$ cat src/rtl/arc_pkg.sv
// Purpose: Shared constants for the converter reset, enable and calibration controller.
// Assumes: One 50 MHz clock; converter clock arrives as a synchronous input that is sampled.
// Notes: Register offsets are byte addresses on the plain register port.
// Contract
// - Converter reset low clears all logic, calibration and comparator latches; irq status, mask and conversion length clear only on sys_rst.
// - Converter stays in lowest power state while its reset is low.
// - After reset release converter is uncalibrated and must be recalibrated.
// - Enable gates the converter's internal clocks off when low.
// - Enable low keeps the stored calibration state.
// - A rising calibration start begins a calibration cycle.
// - Calibration ready goes high when calibration completes.
// - Calibration takes about 5500 converter clock cycles.
// - First conversion start right after calibration ready is accepted.
// - Control, status and comparator latches run on the fabric clock.
package arc_pkg;
    localparam int ARC_DATA_W = 12;
    localparam int ARC_CNT_W = 16;
    localparam int ARC_ADDR_W = 8;
    localparam int ARC_NUM_COMP = 3;
    localparam int ARC_CLK_MHZ = 50;
    localparam int ARC_START_FAB_CYCLES = 12;
    localparam int ARC_START_CONV_CYCLES = 8;
    localparam int ARC_CAL_CONV_CYCLES = 5500;
    localparam logic [ARC_CNT_W-1:0] ARC_CONV_LEN_RST = 16'h000E;
    localparam logic [ARC_ADDR_W-1:0] ARC_OFF_STATUS = 8'h00;
    localparam logic [ARC_ADDR_W-1:0] ARC_OFF_IRQ_STAT = 8'h04;
    localparam logic [ARC_ADDR_W-1:0] ARC_OFF_IRQ_MASK = 8'h08;
    localparam logic [ARC_ADDR_W-1:0] ARC_OFF_CONV_LEN = 8'h0C;
    localparam int ARC_IRQ_W = 3;
    localparam int ARC_IRQ_CAL_DONE = 0;
    localparam int ARC_IRQ_CONV_DONE = 1;
    localparam int ARC_IRQ_EARLY_CAL = 2;
    localparam int ARC_ST_CAL_READY = 0;
    localparam int ARC_ST_CALIBRATING = 1;
    localparam int ARC_ST_CONVERTING = 2;
    localparam int ARC_ST_LOW_POWER = 3;
    localparam int ARC_ST_START_OK = 4;
    typedef enum logic [2:0] {
        ARC_OFF,
        ARC_UNCAL,
        ARC_CAL,
        ARC_READY,
        ARC_CONV
    } arc_state_type;
endpackage

$ cat src/rtl/arc_edge_counter.sv
// Purpose: Saturating event counter with a programmable limit.
// Assumes: Step is a one-cycle qualifier; clear has priority over step.
// Notes: Reached stays high while the count equals or passes the limit.
`timescale 1ns/100ps
module arc_edge_counter import arc_pkg::*; #(
    parameter int CNT_W = ARC_CNT_W
) (
    input wire logic clk,
    input wire logic sys_rst,
    input wire logic clear,
    input wire logic step,
    input wire logic [CNT_W-1:0] limit,
    output logic [CNT_W-1:0] count_q,
    output logic reached
);
    initial begin
        if (CNT_W < 4) begin
            $error("arc_edge_counter: CNT_W too small");
        end
    end

    assign reached = (count_q >= limit);

    always_ff @(posedge clk) begin
        if (sys_rst || clear) begin
            count_q <= '0;
        end else if (step && !reached) begin
            count_q <= count_q + 1'b1;
        end
    end
endmodule

$ cat src/rtl/arc_ctrl.sv
// Purpose: Converter reset, enable and calibration sequencing with result and comparator latching.
// Assumes: All inputs are synchronous to clk; conv_clk is sampled and its rising edges counted.
// Notes: Early calibration requests are flagged and ignored rather than started.
//
// Added by the designer: the placing of the registers and the address-and-strobe port.
`timescale 1ns/100ps
module arc_ctrl import arc_pkg::*; #(
    parameter int CAL_CYCLES = ARC_CAL_CONV_CYCLES,
    parameter int DATA_W = ARC_DATA_W,
    parameter int NUM_COMP = ARC_NUM_COMP
) (
    input wire logic clk,
    input wire logic sys_rst,
    input wire logic conv_clk,
    input wire logic conv_rst_n,
    input wire logic conv_en,
    input wire logic cal_start,
    input wire logic conv_soc,
    input wire logic conv_stop,
    input wire logic [DATA_W-1:0] first_sample,
    input wire logic [DATA_W-1:0] second_sample,
    input wire logic [NUM_COMP-1:0] comp_in,
    input wire logic [ARC_ADDR_W-1:0] reg_addr,
    input wire logic [31:0] reg_wdata,
    input wire logic reg_wr,
    input wire logic reg_rd,
    output logic [31:0] reg_rdata,
    output logic cal_ready,
    output logic conv_busy,
    output logic conv_eoc,
    output logic low_power,
    output logic [DATA_W-1:0] first_converter_result,
    output logic [DATA_W-1:0] second_converter_result,
    output logic [NUM_COMP-1:0] comp_latched,
    output logic irq
);
    initial begin
        if (CAL_CYCLES < 1 || CAL_CYCLES >= (1 << ARC_CNT_W)) begin
            $error("arc_ctrl: CAL_CYCLES out of range");
        end
        if (DATA_W < 1 || NUM_COMP < 1) begin
            $error("arc_ctrl: bad width");
        end
    end

    arc_state_type state_q;
    logic conv_clk_q;
    logic cal_start_q;
    logic conv_tick;
    logic cal_rise;
    logic powered;
    logic start_ok;
    logic fab_ok;
    logic conv_ok;
    logic cal_done;
    logic conv_done;
    logic idle_ok;
    logic [ARC_CNT_W-1:0] fab_count;
    logic [ARC_CNT_W-1:0] start_count;
    logic [ARC_CNT_W-1:0] cal_count;
    logic [ARC_CNT_W-1:0] conv_count;
    logic [ARC_CNT_W-1:0] conv_len_q;
    logic [ARC_IRQ_W-1:0] irq_stat_q;
    logic [ARC_IRQ_W-1:0] irq_mask_q;
    logic [ARC_IRQ_W-1:0] irq_event;
    logic [31:0] status_word;

    // Converter clock edges only count while the core is out of reset and its clocks run.
    always_ff @(posedge clk) begin
        if (sys_rst) begin
            conv_clk_q <= 1'b0;
            cal_start_q <= 1'b0;
        end else begin
            conv_clk_q <= conv_clk;
            cal_start_q <= cal_start;
        end
    end

    assign powered = conv_rst_n && conv_en;
    assign conv_tick = conv_clk && !conv_clk_q && powered;
    assign cal_rise = cal_start && !cal_start_q;

    // Both start-up spans run at once; the later one decides, as the longer span must.
    arc_edge_counter #(
        .CNT_W(ARC_CNT_W)
    ) u_fab_wait (
        .clk(clk),
        .sys_rst(sys_rst),
        .clear(!powered),
        .step(1'b1),
        .limit(ARC_CNT_W'(ARC_START_FAB_CYCLES)),
        .count_q(fab_count),
        .reached(fab_ok)
    );

    arc_edge_counter #(
        .CNT_W(ARC_CNT_W)
    ) u_conv_wait (
        .clk(clk),
        .sys_rst(sys_rst),
        .clear(!powered),
        .step(conv_tick),
        .limit(ARC_CNT_W'(ARC_START_CONV_CYCLES)),
        .count_q(start_count),
        .reached(conv_ok)
    );

    assign start_ok = fab_ok && conv_ok && powered;

    arc_edge_counter #(
        .CNT_W(ARC_CNT_W)
    ) u_cal_len (
        .clk(clk),
        .sys_rst(sys_rst),
        .clear(state_q != ARC_CAL),
        .step(conv_tick),
        .limit(ARC_CNT_W'(CAL_CYCLES)),
        .count_q(cal_count),
        .reached(cal_done)
    );

    arc_edge_counter #(
        .CNT_W(ARC_CNT_W)
    ) u_conv_len (
        .clk(clk),
        .sys_rst(sys_rst),
        .clear(state_q != ARC_CONV),
        .step(conv_tick),
        .limit(conv_len_q),
        .count_q(conv_count),
        .reached(conv_done)
    );

    assign idle_ok = (state_q == ARC_UNCAL) || (state_q == ARC_READY);

    // Converter reset wipes the calibration at once; enable low leaves the state alone.
    always_ff @(posedge clk) begin
        if (sys_rst || !conv_rst_n) begin
            state_q <= ARC_OFF;
        end else begin
            unique case (state_q)
                ARC_OFF: begin
                    state_q <= ARC_UNCAL;
                end
                ARC_UNCAL: begin
                    if (cal_rise && start_ok) begin
                        state_q <= ARC_CAL;
                    end
                end
                ARC_CAL: begin
                    if (cal_done) begin
                        state_q <= ARC_READY;
                    end
                end
                ARC_READY: begin
                    if (conv_soc && conv_en) begin
                        state_q <= ARC_CONV;
                    end else if (cal_rise && start_ok) begin
                        state_q <= ARC_CAL;
                    end
                end
                ARC_CONV: begin
                    if (conv_stop || conv_done) begin
                        state_q <= ARC_READY;
                    end
                end
            endcase
        end
    end

    assign cal_ready = (state_q == ARC_READY) || (state_q == ARC_CONV);
    assign conv_busy = (state_q == ARC_CONV);
    assign low_power = (state_q == ARC_OFF);

    // A stopped conversion ends without a result or an end-of-conversion pulse.
    always_ff @(posedge clk) begin
        if (sys_rst || !conv_rst_n) begin
            conv_eoc <= 1'b0;
            first_converter_result <= '0;
            second_converter_result <= '0;
        end else begin
            conv_eoc <= (state_q == ARC_CONV) && conv_done && !conv_stop;
            if ((state_q == ARC_CONV) && conv_done && !conv_stop) begin
                first_converter_result <= first_sample;
                second_converter_result <= second_sample;
            end
        end
    end

    always_ff @(posedge clk) begin
        if (sys_rst || !conv_rst_n) begin
            comp_latched <= '0;
        end else begin
            comp_latched <= comp_in;
        end
    end

    assign irq_event[ARC_IRQ_CAL_DONE] = (state_q == ARC_CAL) && cal_done && conv_rst_n;
    assign irq_event[ARC_IRQ_CONV_DONE] = (state_q == ARC_CONV) && conv_done && !conv_stop
        && conv_rst_n;
    assign irq_event[ARC_IRQ_EARLY_CAL] = cal_rise && !start_ok && idle_ok && conv_rst_n;

    // A new event in the clearing cycle survives the write of one.
    always_ff @(posedge clk) begin
        if (sys_rst) begin
            irq_stat_q <= '0;
        end else if (reg_wr && reg_addr == ARC_OFF_IRQ_STAT) begin
            irq_stat_q <= (irq_stat_q & ~reg_wdata[ARC_IRQ_W-1:0]) | irq_event;
        end else begin
            irq_stat_q <= irq_stat_q | irq_event;
        end
    end

    always_ff @(posedge clk) begin
        if (sys_rst) begin
            irq_mask_q <= '0;
            conv_len_q <= ARC_CONV_LEN_RST;
        end else if (reg_wr) begin
            if (reg_addr == ARC_OFF_IRQ_MASK) begin
                irq_mask_q <= reg_wdata[ARC_IRQ_W-1:0];
            end
            if (reg_addr == ARC_OFF_CONV_LEN) begin
                conv_len_q <= reg_wdata[ARC_CNT_W-1:0];
            end
        end
    end

    assign irq = |(irq_stat_q & irq_mask_q);

    always_comb begin
        status_word = '0;
        status_word[ARC_ST_CAL_READY] = cal_ready;
        status_word[ARC_ST_CALIBRATING] = (state_q == ARC_CAL);
        status_word[ARC_ST_CONVERTING] = conv_busy;
        status_word[ARC_ST_LOW_POWER] = low_power;
        status_word[ARC_ST_START_OK] = start_ok;
    end

    // Read data stand one cycle after each cycle of read strobe and clear when it drops; unmapped offsets read as zero.
    always_ff @(posedge clk) begin
        if (sys_rst || !reg_rd) begin
            reg_rdata <= '0;
        end else begin
            unique case (reg_addr)
                ARC_OFF_STATUS: reg_rdata <= status_word;
                ARC_OFF_IRQ_STAT: reg_rdata <= {{(32-ARC_IRQ_W){1'b0}}, irq_stat_q};
                ARC_OFF_IRQ_MASK: reg_rdata <= {{(32-ARC_IRQ_W){1'b0}}, irq_mask_q};
                ARC_OFF_CONV_LEN: reg_rdata <= {{(32-ARC_CNT_W){1'b0}}, conv_len_q};
                default: reg_rdata <= '0;
            endcase
        end
    end

    AST_RESET_CLEARS: assert property (@(posedge clk) disable iff (sys_rst)
        !conv_rst_n |=> low_power && !cal_ready && !conv_eoc && comp_latched == '0)
        else $error("converter reset did not clear state");

    AST_LOW_POWER_HELD: assert property (@(posedge clk) disable iff (sys_rst)
        !conv_rst_n [*2] |-> low_power)
        else $error("not in low power while reset held");

    AST_UNCAL_AFTER_RELEASE: assert property (@(posedge clk) disable iff (sys_rst)
        $rose(conv_rst_n) |-> !cal_ready ##1 !cal_ready)
        else $error("calibrated right after reset release");

    AST_GATED_TICK: assert property (@(posedge clk) disable iff (sys_rst)
        !conv_en |-> !conv_tick)
        else $error("converter clock ran while disabled");
    // Calibration and conversion counters freeze while the enable is low, so paused work resumes where it stopped; the start-up wait restarts.
    AST_CAL_PAUSED: assert property (@(posedge clk) disable iff (sys_rst)
        !conv_en && state_q == ARC_CAL |=> $stable(cal_count))
        else $error("calibration count moved while disabled");
    AST_CONV_PAUSED: assert property (@(posedge clk) disable iff (sys_rst)
        !conv_en && state_q == ARC_CONV |=> $stable(conv_count))
        else $error("conversion count moved while disabled");
    AST_WAIT_RESTARTS: assert property (@(posedge clk) disable iff (sys_rst)
        !powered |=> fab_count == '0 && start_count == '0)
        else $error("start-up wait not restarted");

    AST_EN_KEEPS_CAL: assert property (@(posedge clk) disable iff (sys_rst)
        cal_ready && conv_rst_n && !conv_en |=> cal_ready)
        else $error("enable low lost calibration");

    AST_EARLY_CAL_FLAG: assert property (@(posedge clk) disable iff (sys_rst)
        cal_rise && idle_ok && conv_rst_n && !start_ok |=> irq_stat_q[ARC_IRQ_EARLY_CAL]
        && state_q != ARC_CAL)
        else $error("early calibration start not refused");

    AST_CAL_BEGINS: assert property (@(posedge clk) disable iff (sys_rst)
        state_q == ARC_UNCAL && cal_rise && start_ok |=> state_q == ARC_CAL)
        else $error("calibration did not begin");

    AST_CAL_READY_RISES: assert property (@(posedge clk) disable iff (sys_rst)
        state_q == ARC_CAL && cal_done && conv_rst_n |=> cal_ready
        && irq_stat_q[ARC_IRQ_CAL_DONE])
        else $error("calibration ready missing");

    AST_CAL_LENGTH: assert property (@(posedge clk) disable iff (sys_rst)
        $rose(cal_ready) && $past(state_q) == ARC_CAL |-> $past(cal_count) == CAL_CYCLES)
        else $error("calibration length wrong");

    AST_READY_LOW_IN_CAL: assert property (@(posedge clk) disable iff (sys_rst)
        state_q == ARC_CAL && !cal_done |=> !cal_ready)
        else $error("ready high during calibration");

    AST_SOC_ACCEPTED: assert property (@(posedge clk) disable iff (sys_rst)
        state_q == ARC_READY && conv_soc && conv_en && conv_rst_n |=> conv_busy)
        else $error("conversion start refused");

    AST_COMP_SYNC: assert property (@(posedge clk) disable iff (sys_rst)
        conv_rst_n |=> comp_latched == $past(comp_in))
        else $error("comparator latch wrong");

    // Calibration only begins from a counted request; ready only falls by reset or recalibration.
    AST_NO_EARLY_CAL: assert property (@(posedge clk) disable iff (sys_rst)
        !start_ok && state_q != ARC_CAL |=> state_q != ARC_CAL)
        else $error("calibration began before the start-up wait");
    AST_CAL_NEEDS_REQUEST: assert property (@(posedge clk) disable iff (sys_rst)
        $rose(state_q == ARC_CAL) |-> $past(cal_rise) && $past(start_ok))
        else $error("calibration began without a request");
    AST_READY_STAYS: assert property (@(posedge clk) disable iff (sys_rst)
        cal_ready && conv_rst_n && !cal_rise |=> cal_ready)
        else $error("calibration ready dropped");
    AST_READY_LOW_AFTER_RST: assert property (@(posedge clk) disable iff (sys_rst)
        !conv_rst_n |=> !cal_ready ##1 !cal_ready)
        else $error("ready high right after converter reset");
    AST_UNCAL_NEXT: assert property (@(posedge clk) disable iff (sys_rst)
        state_q == ARC_OFF && conv_rst_n |=> state_q == ARC_UNCAL)
        else $error("did not leave reset uncalibrated");
    AST_CONV_FROM_READY: assert property (@(posedge clk) disable iff (sys_rst)
        $rose(conv_busy) |-> $past(cal_ready) && $past(conv_soc) && $past(conv_en))
        else $error("conversion began without a taken start");
    AST_EOC_PULSE: assert property (@(posedge clk) disable iff (sys_rst)
        conv_eoc |=> !conv_eoc)
        else $error("end of conversion longer than one cycle");
    AST_RESULT_CAPTURE: assert property (@(posedge clk) disable iff (sys_rst)
        conv_eoc |-> first_converter_result == $past(first_sample)
        && second_converter_result == $past(second_sample))
        else $error("results not captured with end of conversion");
    AST_RESULT_HOLD: assert property (@(posedge clk) disable iff (sys_rst)
        conv_rst_n && !(state_q == ARC_CONV && conv_done && !conv_stop)
        |=> $stable(first_converter_result) && $stable(second_converter_result))
        else $error("results changed without a finished conversion");
endmodule

$ cat config.mk
export PLATFORM = sky130hd
export DESIGN_NAME = arc_ctrl
export DESIGN_NICKNAME = d
export VERILOG_FILES = /design/src/rtl/arc_pkg.sv /design/src/rtl/arc_edge_counter.sv /design/src/rtl/arc_ctrl.sv
export SDC_FILE = /design/constraint.sdc
export NUM_CORES = 1
export LEC_CHECK = 0
export BUFFER_PORTS_ARGS = -buffer_cell sky130_fd_sc_hd__buf_4
export CAP_MARGIN = 0
export CORE_ASPECT_RATIO = 0.6
export CORE_MARGIN = 2
export CORE_UTILIZATION = 53
export CTS_CLUSTER_SIZE = 12
export DETAILED_ROUTE_END_ITERATION = 8
export GPL_TIMING_DRIVEN = 0
export HOLD_SLACK_MARGIN = 0.15
export PLACE_DENSITY = 0.79
export SLEW_MARGIN = 20
export SYNTH_ARGS = -nofsm -noshare
export SYNTH_HDL_FRONTEND = slang
export SYNTH_SLANG_ARGS = --single-unit
$ cat constraint.sdc
create_clock -name clk -period 3 [get_ports clk]
set_input_delay 0.45 -clock clk [delete_from_list [all_inputs] [get_ports clk]]
set_output_delay 0.45 -clock clk [all_outputs]
set_load 0.02 [all_outputs]
==> results.sh <==
export IMPL_status="complete, no violations"
export IMPL_synth_edf_count=0
export IMPL_fmax_mhz=349
export IMPL_syn_area_sq_um=5670
export IMPL_critical_path_required_ns=3.34
export IMPL_maxSlewViolCount=0
export IMPL_synthTopCellsByArea="dfxtp_1 (48%), nand2_1 (5.9%), ha_1 (5.1%)"
export IMPL_port_buffers=108
export IMPL_clkTransAtPathRegs_ns=0.06
export IMPL_grt_antenna_before_repair=0
export IMPL_postLayoutCellArea_sq_um=7270
export IMPL_ctsHtreeMaxLevel=4
export IMPL_cp_end_kind="flip-flop"
export IMPL_vias=5204
export IMPL_start_util=0.541
export IMPL_min_period_ns=2.87
export IMPL_cts_tree="done"
export IMPL_setup_viol=0
export IMPL_overflow=0
export IMPL_stdcell_count=948
export IMPL_min_period_over_period=0.956
export IMPL_synth_largest_area_cell="dfxtp_1"
export IMPL_die_w_microns=138
export IMPL_io_pins=141
export IMPL_synth_simple_area_share=0.249
export IMPL_skew_ns=0.0144
export IMPL_synth_fa_ha_area_frac=0.0507
export IMPL_async_flop_share=0
export IMPL_power_density_nw_per_um2=543
export IMPL_nNetsFinal=898
export IMPL_wl_per_cell_microns=15.3
export IMPL_worstPathMaxFanout=10
export IMPL_area_growth_pct=28.2
export IMPL_ys_seq_area_frac=0.476
export IMPL_worstHoldStart="comp_in[2]"
export IMPL_cts_buffer_depth=2
export IMPL_dr_pass1_iters=7
export IMPL_hpwl_mm=10.7
export IMPL_grt_pass1_wl_mm=23.5
export IMPL_crit_chain="inv_1 > ha_1 > nand2b_1 > a2111o_1 > a32oi_2 > nand3_1 > buf_2 > or3_1 > a21oi_1"
export IMPL_gp_congestion=0.850
export IMPL_synth_distinct_cells=54
export IMPL_ir_worst_vdd_v=0.000490
export IMPL_critPathArrivalTime_ns=3.21
export IMPL_hold_depth=2
export IMPL_synth_main_ff_cell="dfxtp_1"
export IMPL_synth_compound_area_frac=0.118
export IMPL_setup_tns_ns=0
export IMPL_ant_nets=0
export IMPL_via_per_inst=5.49
export IMPL_coreArea_sq_um=10500
export IMPL_synth_commonest_cells="dfxtp_1 (135), nand2_1 (89), nor2_1 (50)"
export IMPL_synth_xor_area_share=0.0232
export IMPL_max_stage_delay_ns=0.42
export IMPL_cts_buffers=17
export IMPL_die_area_sq_um=11600
export IMPL_dp_cells=918
export IMPL_synth_warning_count=0
export IMPL_cts_sinks=135
export IMPL_tightest_slew_ns=0.678
export IMPL_slew_headroom=0.544
export IMPL_power_total_w=0.00395
export IMPL_cts_root_buf="clkbuf_16"
export IMPL_clkLatencyLatePin_ns=0.42
export IMPL_hold_end="comp_latched[2]"
export IMPL_grt_pass1_vias=4797
export IMPL_place_worst_setup_slack_ns=0.166
export IMPL_critPathKind="flip-flop to flip-flop"
export IMPL_worstReg2RegStart="u_conv_len.count_q[0]"
export IMPL_num_antenna_cells=0
export IMPL_fin_ws_ns=0.131
export IMPL_rr_worst_depth=9
export IMPL_synth_top_family_by_area="simple AND/OR/NAND/NOR gates"
export IMPL_worstSetupStartpointType="flip-flop"
export IMPL_drc=0
export IMPL_postCtsSetupBuffers=0
export IMPL_hp_class="primary input to flip-flop"
export IMPL_synth_avg_cell_area_sq_um=8.65
export IMPL_r2r_end="u_conv_len.count_q[14]"
export IMPL_netlist_area_leader_share=0.476
export IMPL_wl_mm=14.5
export IMPL_grt_max_degree=17
export IMPL_cellLeakagePower_nw=3.03
export IMPL_rsz0062_at_grt="false"
export IMPL_syn_inst=656
export IMPL_drtIter0Drc=323
export IMPL_rows=29
export IMPL_maxCapViolations=0
export IMPL_grtUsageTotal=0.262
export IMPL_synth_most_common_cell="dfxtp_1"
export IMPL_critPathSlowestCell="a2111o_1"
export IMPL_synth_seq_cells=135
export IMPL_die_h_microns=84.1
export IMPL_hold_violations=0
export IMPL_r2r_slack_ns=0.13
export IMPL_placed_area_sq_um=6710
export IMPL_drive_above_1_share=0.211
export IMPL_muxShareOfSynthArea=0.0181
[final cells by class]
| type | instances | area, sq um |
|---|---|---|
| clock buffer | 20 | 447 |
| sequential | 135 | 2700 |
| clock inverter | 10 | 106 |
| fill | 783 | 3210 |
| buffer | 47 | 243 |
| tap | 139 | 174 |
| multi-input combinational | 457 | 2670 |
| inverter | 32 | 120 |
| timing repair buffer | 108 | 811 |
[what timing repair did]
item / 4_1_cts / 5_1_grt
hold buffers: 0 / 0
setup endpoints to repair: 0 / 17
resized for setup: 0 / 1
[layer usage]
layer,track usage,vias to the layer above,part of all wire
met5,0,-,0
met4,0.0722,0,0.011
met3,0.0870,18,0.073
met2,0.388,193,0.45
met1,0.366,2470,0.47
li1,-,2523,-
[metrics by stage]
step	hold WS (ns)	util
after CTS	0.226	0.693
after detailed placement	0.452	0.640
after global placement	0.444	0.640
final	0.239	0.693
after floorplan	0.436	-
after global routing	0.221	0.693
[sequential cells by signal (all words and copies together) (netlist names)]
name,cells
conv_len_q,16
reg_rdata,16
u_cal_len.count_q,16
u_conv_len.count_q,16
u_conv_wait.count_q,16
u_fab_wait.count_q,16
first_converter_result,12
second_converter_result,12
comp_latched,3
irq_mask_q,3
irq_stat_q,3
state_q,3
cal_start_q,1
conv_clk_q,1
conv_eoc,1
[cells by family (layout without fill, tap and decap cells)]
| family | after synthesis | in the layout |
|---|---|---|
| AO/OA/AOI/OAI | 106 | 106 |
| XOR/XNOR | 15 | 15 |
| adder cells (fa/ha/maj) | 23 | 23 |
| buffers and inverters | 79 | 217 |
| flip-flops | 135 | 135 |
| multiplexers | 9 | 9 |
| other | 1 | 16 |
| AND/OR/NAND/NOR | 288 | 288 |
[critical path, delay by kind of cell, from the launching register on]
family / cells / cell delay (ns)
compound gates: 3 / 0.95
simple gates: 3 / 0.79
buf+inv: 2 / 0.39
flops: 1 / 0.39
fa+ha+maj: 1 / 0.29
[placed cells by master (no fill, tap or decap), types with 26 or more instances in the layout]
master / instances
inv_1: 31
nor2_1: 50
nand2_1: 89
buf_4: 124
and3_1: 28
a21oi_1: 33
dfxtp_1: 135
nand3_1: 39
clkbuf_1: 26
o21ai_0: 42
[worst max path at each step]
stage / to / slack [ns] / cells past startpoint / startpoint
after floorplan: u_conv_len.count_q[14] / 0.55 / 9 / u_conv_len.count_q[0]
final: u_conv_len.count_q[14] / 0.13 / 9 / u_conv_len.count_q[0]
after global placement: u_conv_len.count_q[14] / 0.26 / 9 / u_conv_len.count_q[0]
after detailed placement: second_converter_result[0] / 0.17 / 9 / conv_len_q[13]
after global routing: u_conv_len.count_q[15] / 0.01 / 8 / conv_len_q[15]
after CTS: second_converter_result[7] / 0.14 / 10 / conv_len_q[13]
[power by group]
group	total (W)	internal (W)	switching [W]
logic	0.000181	0.0000846	0.0000961
registers	0.00180	0.00180	0.00000294
clock network	0.00197	0.00123	0.000743
No activity file was read; power rests on OpenSTA's default activity.
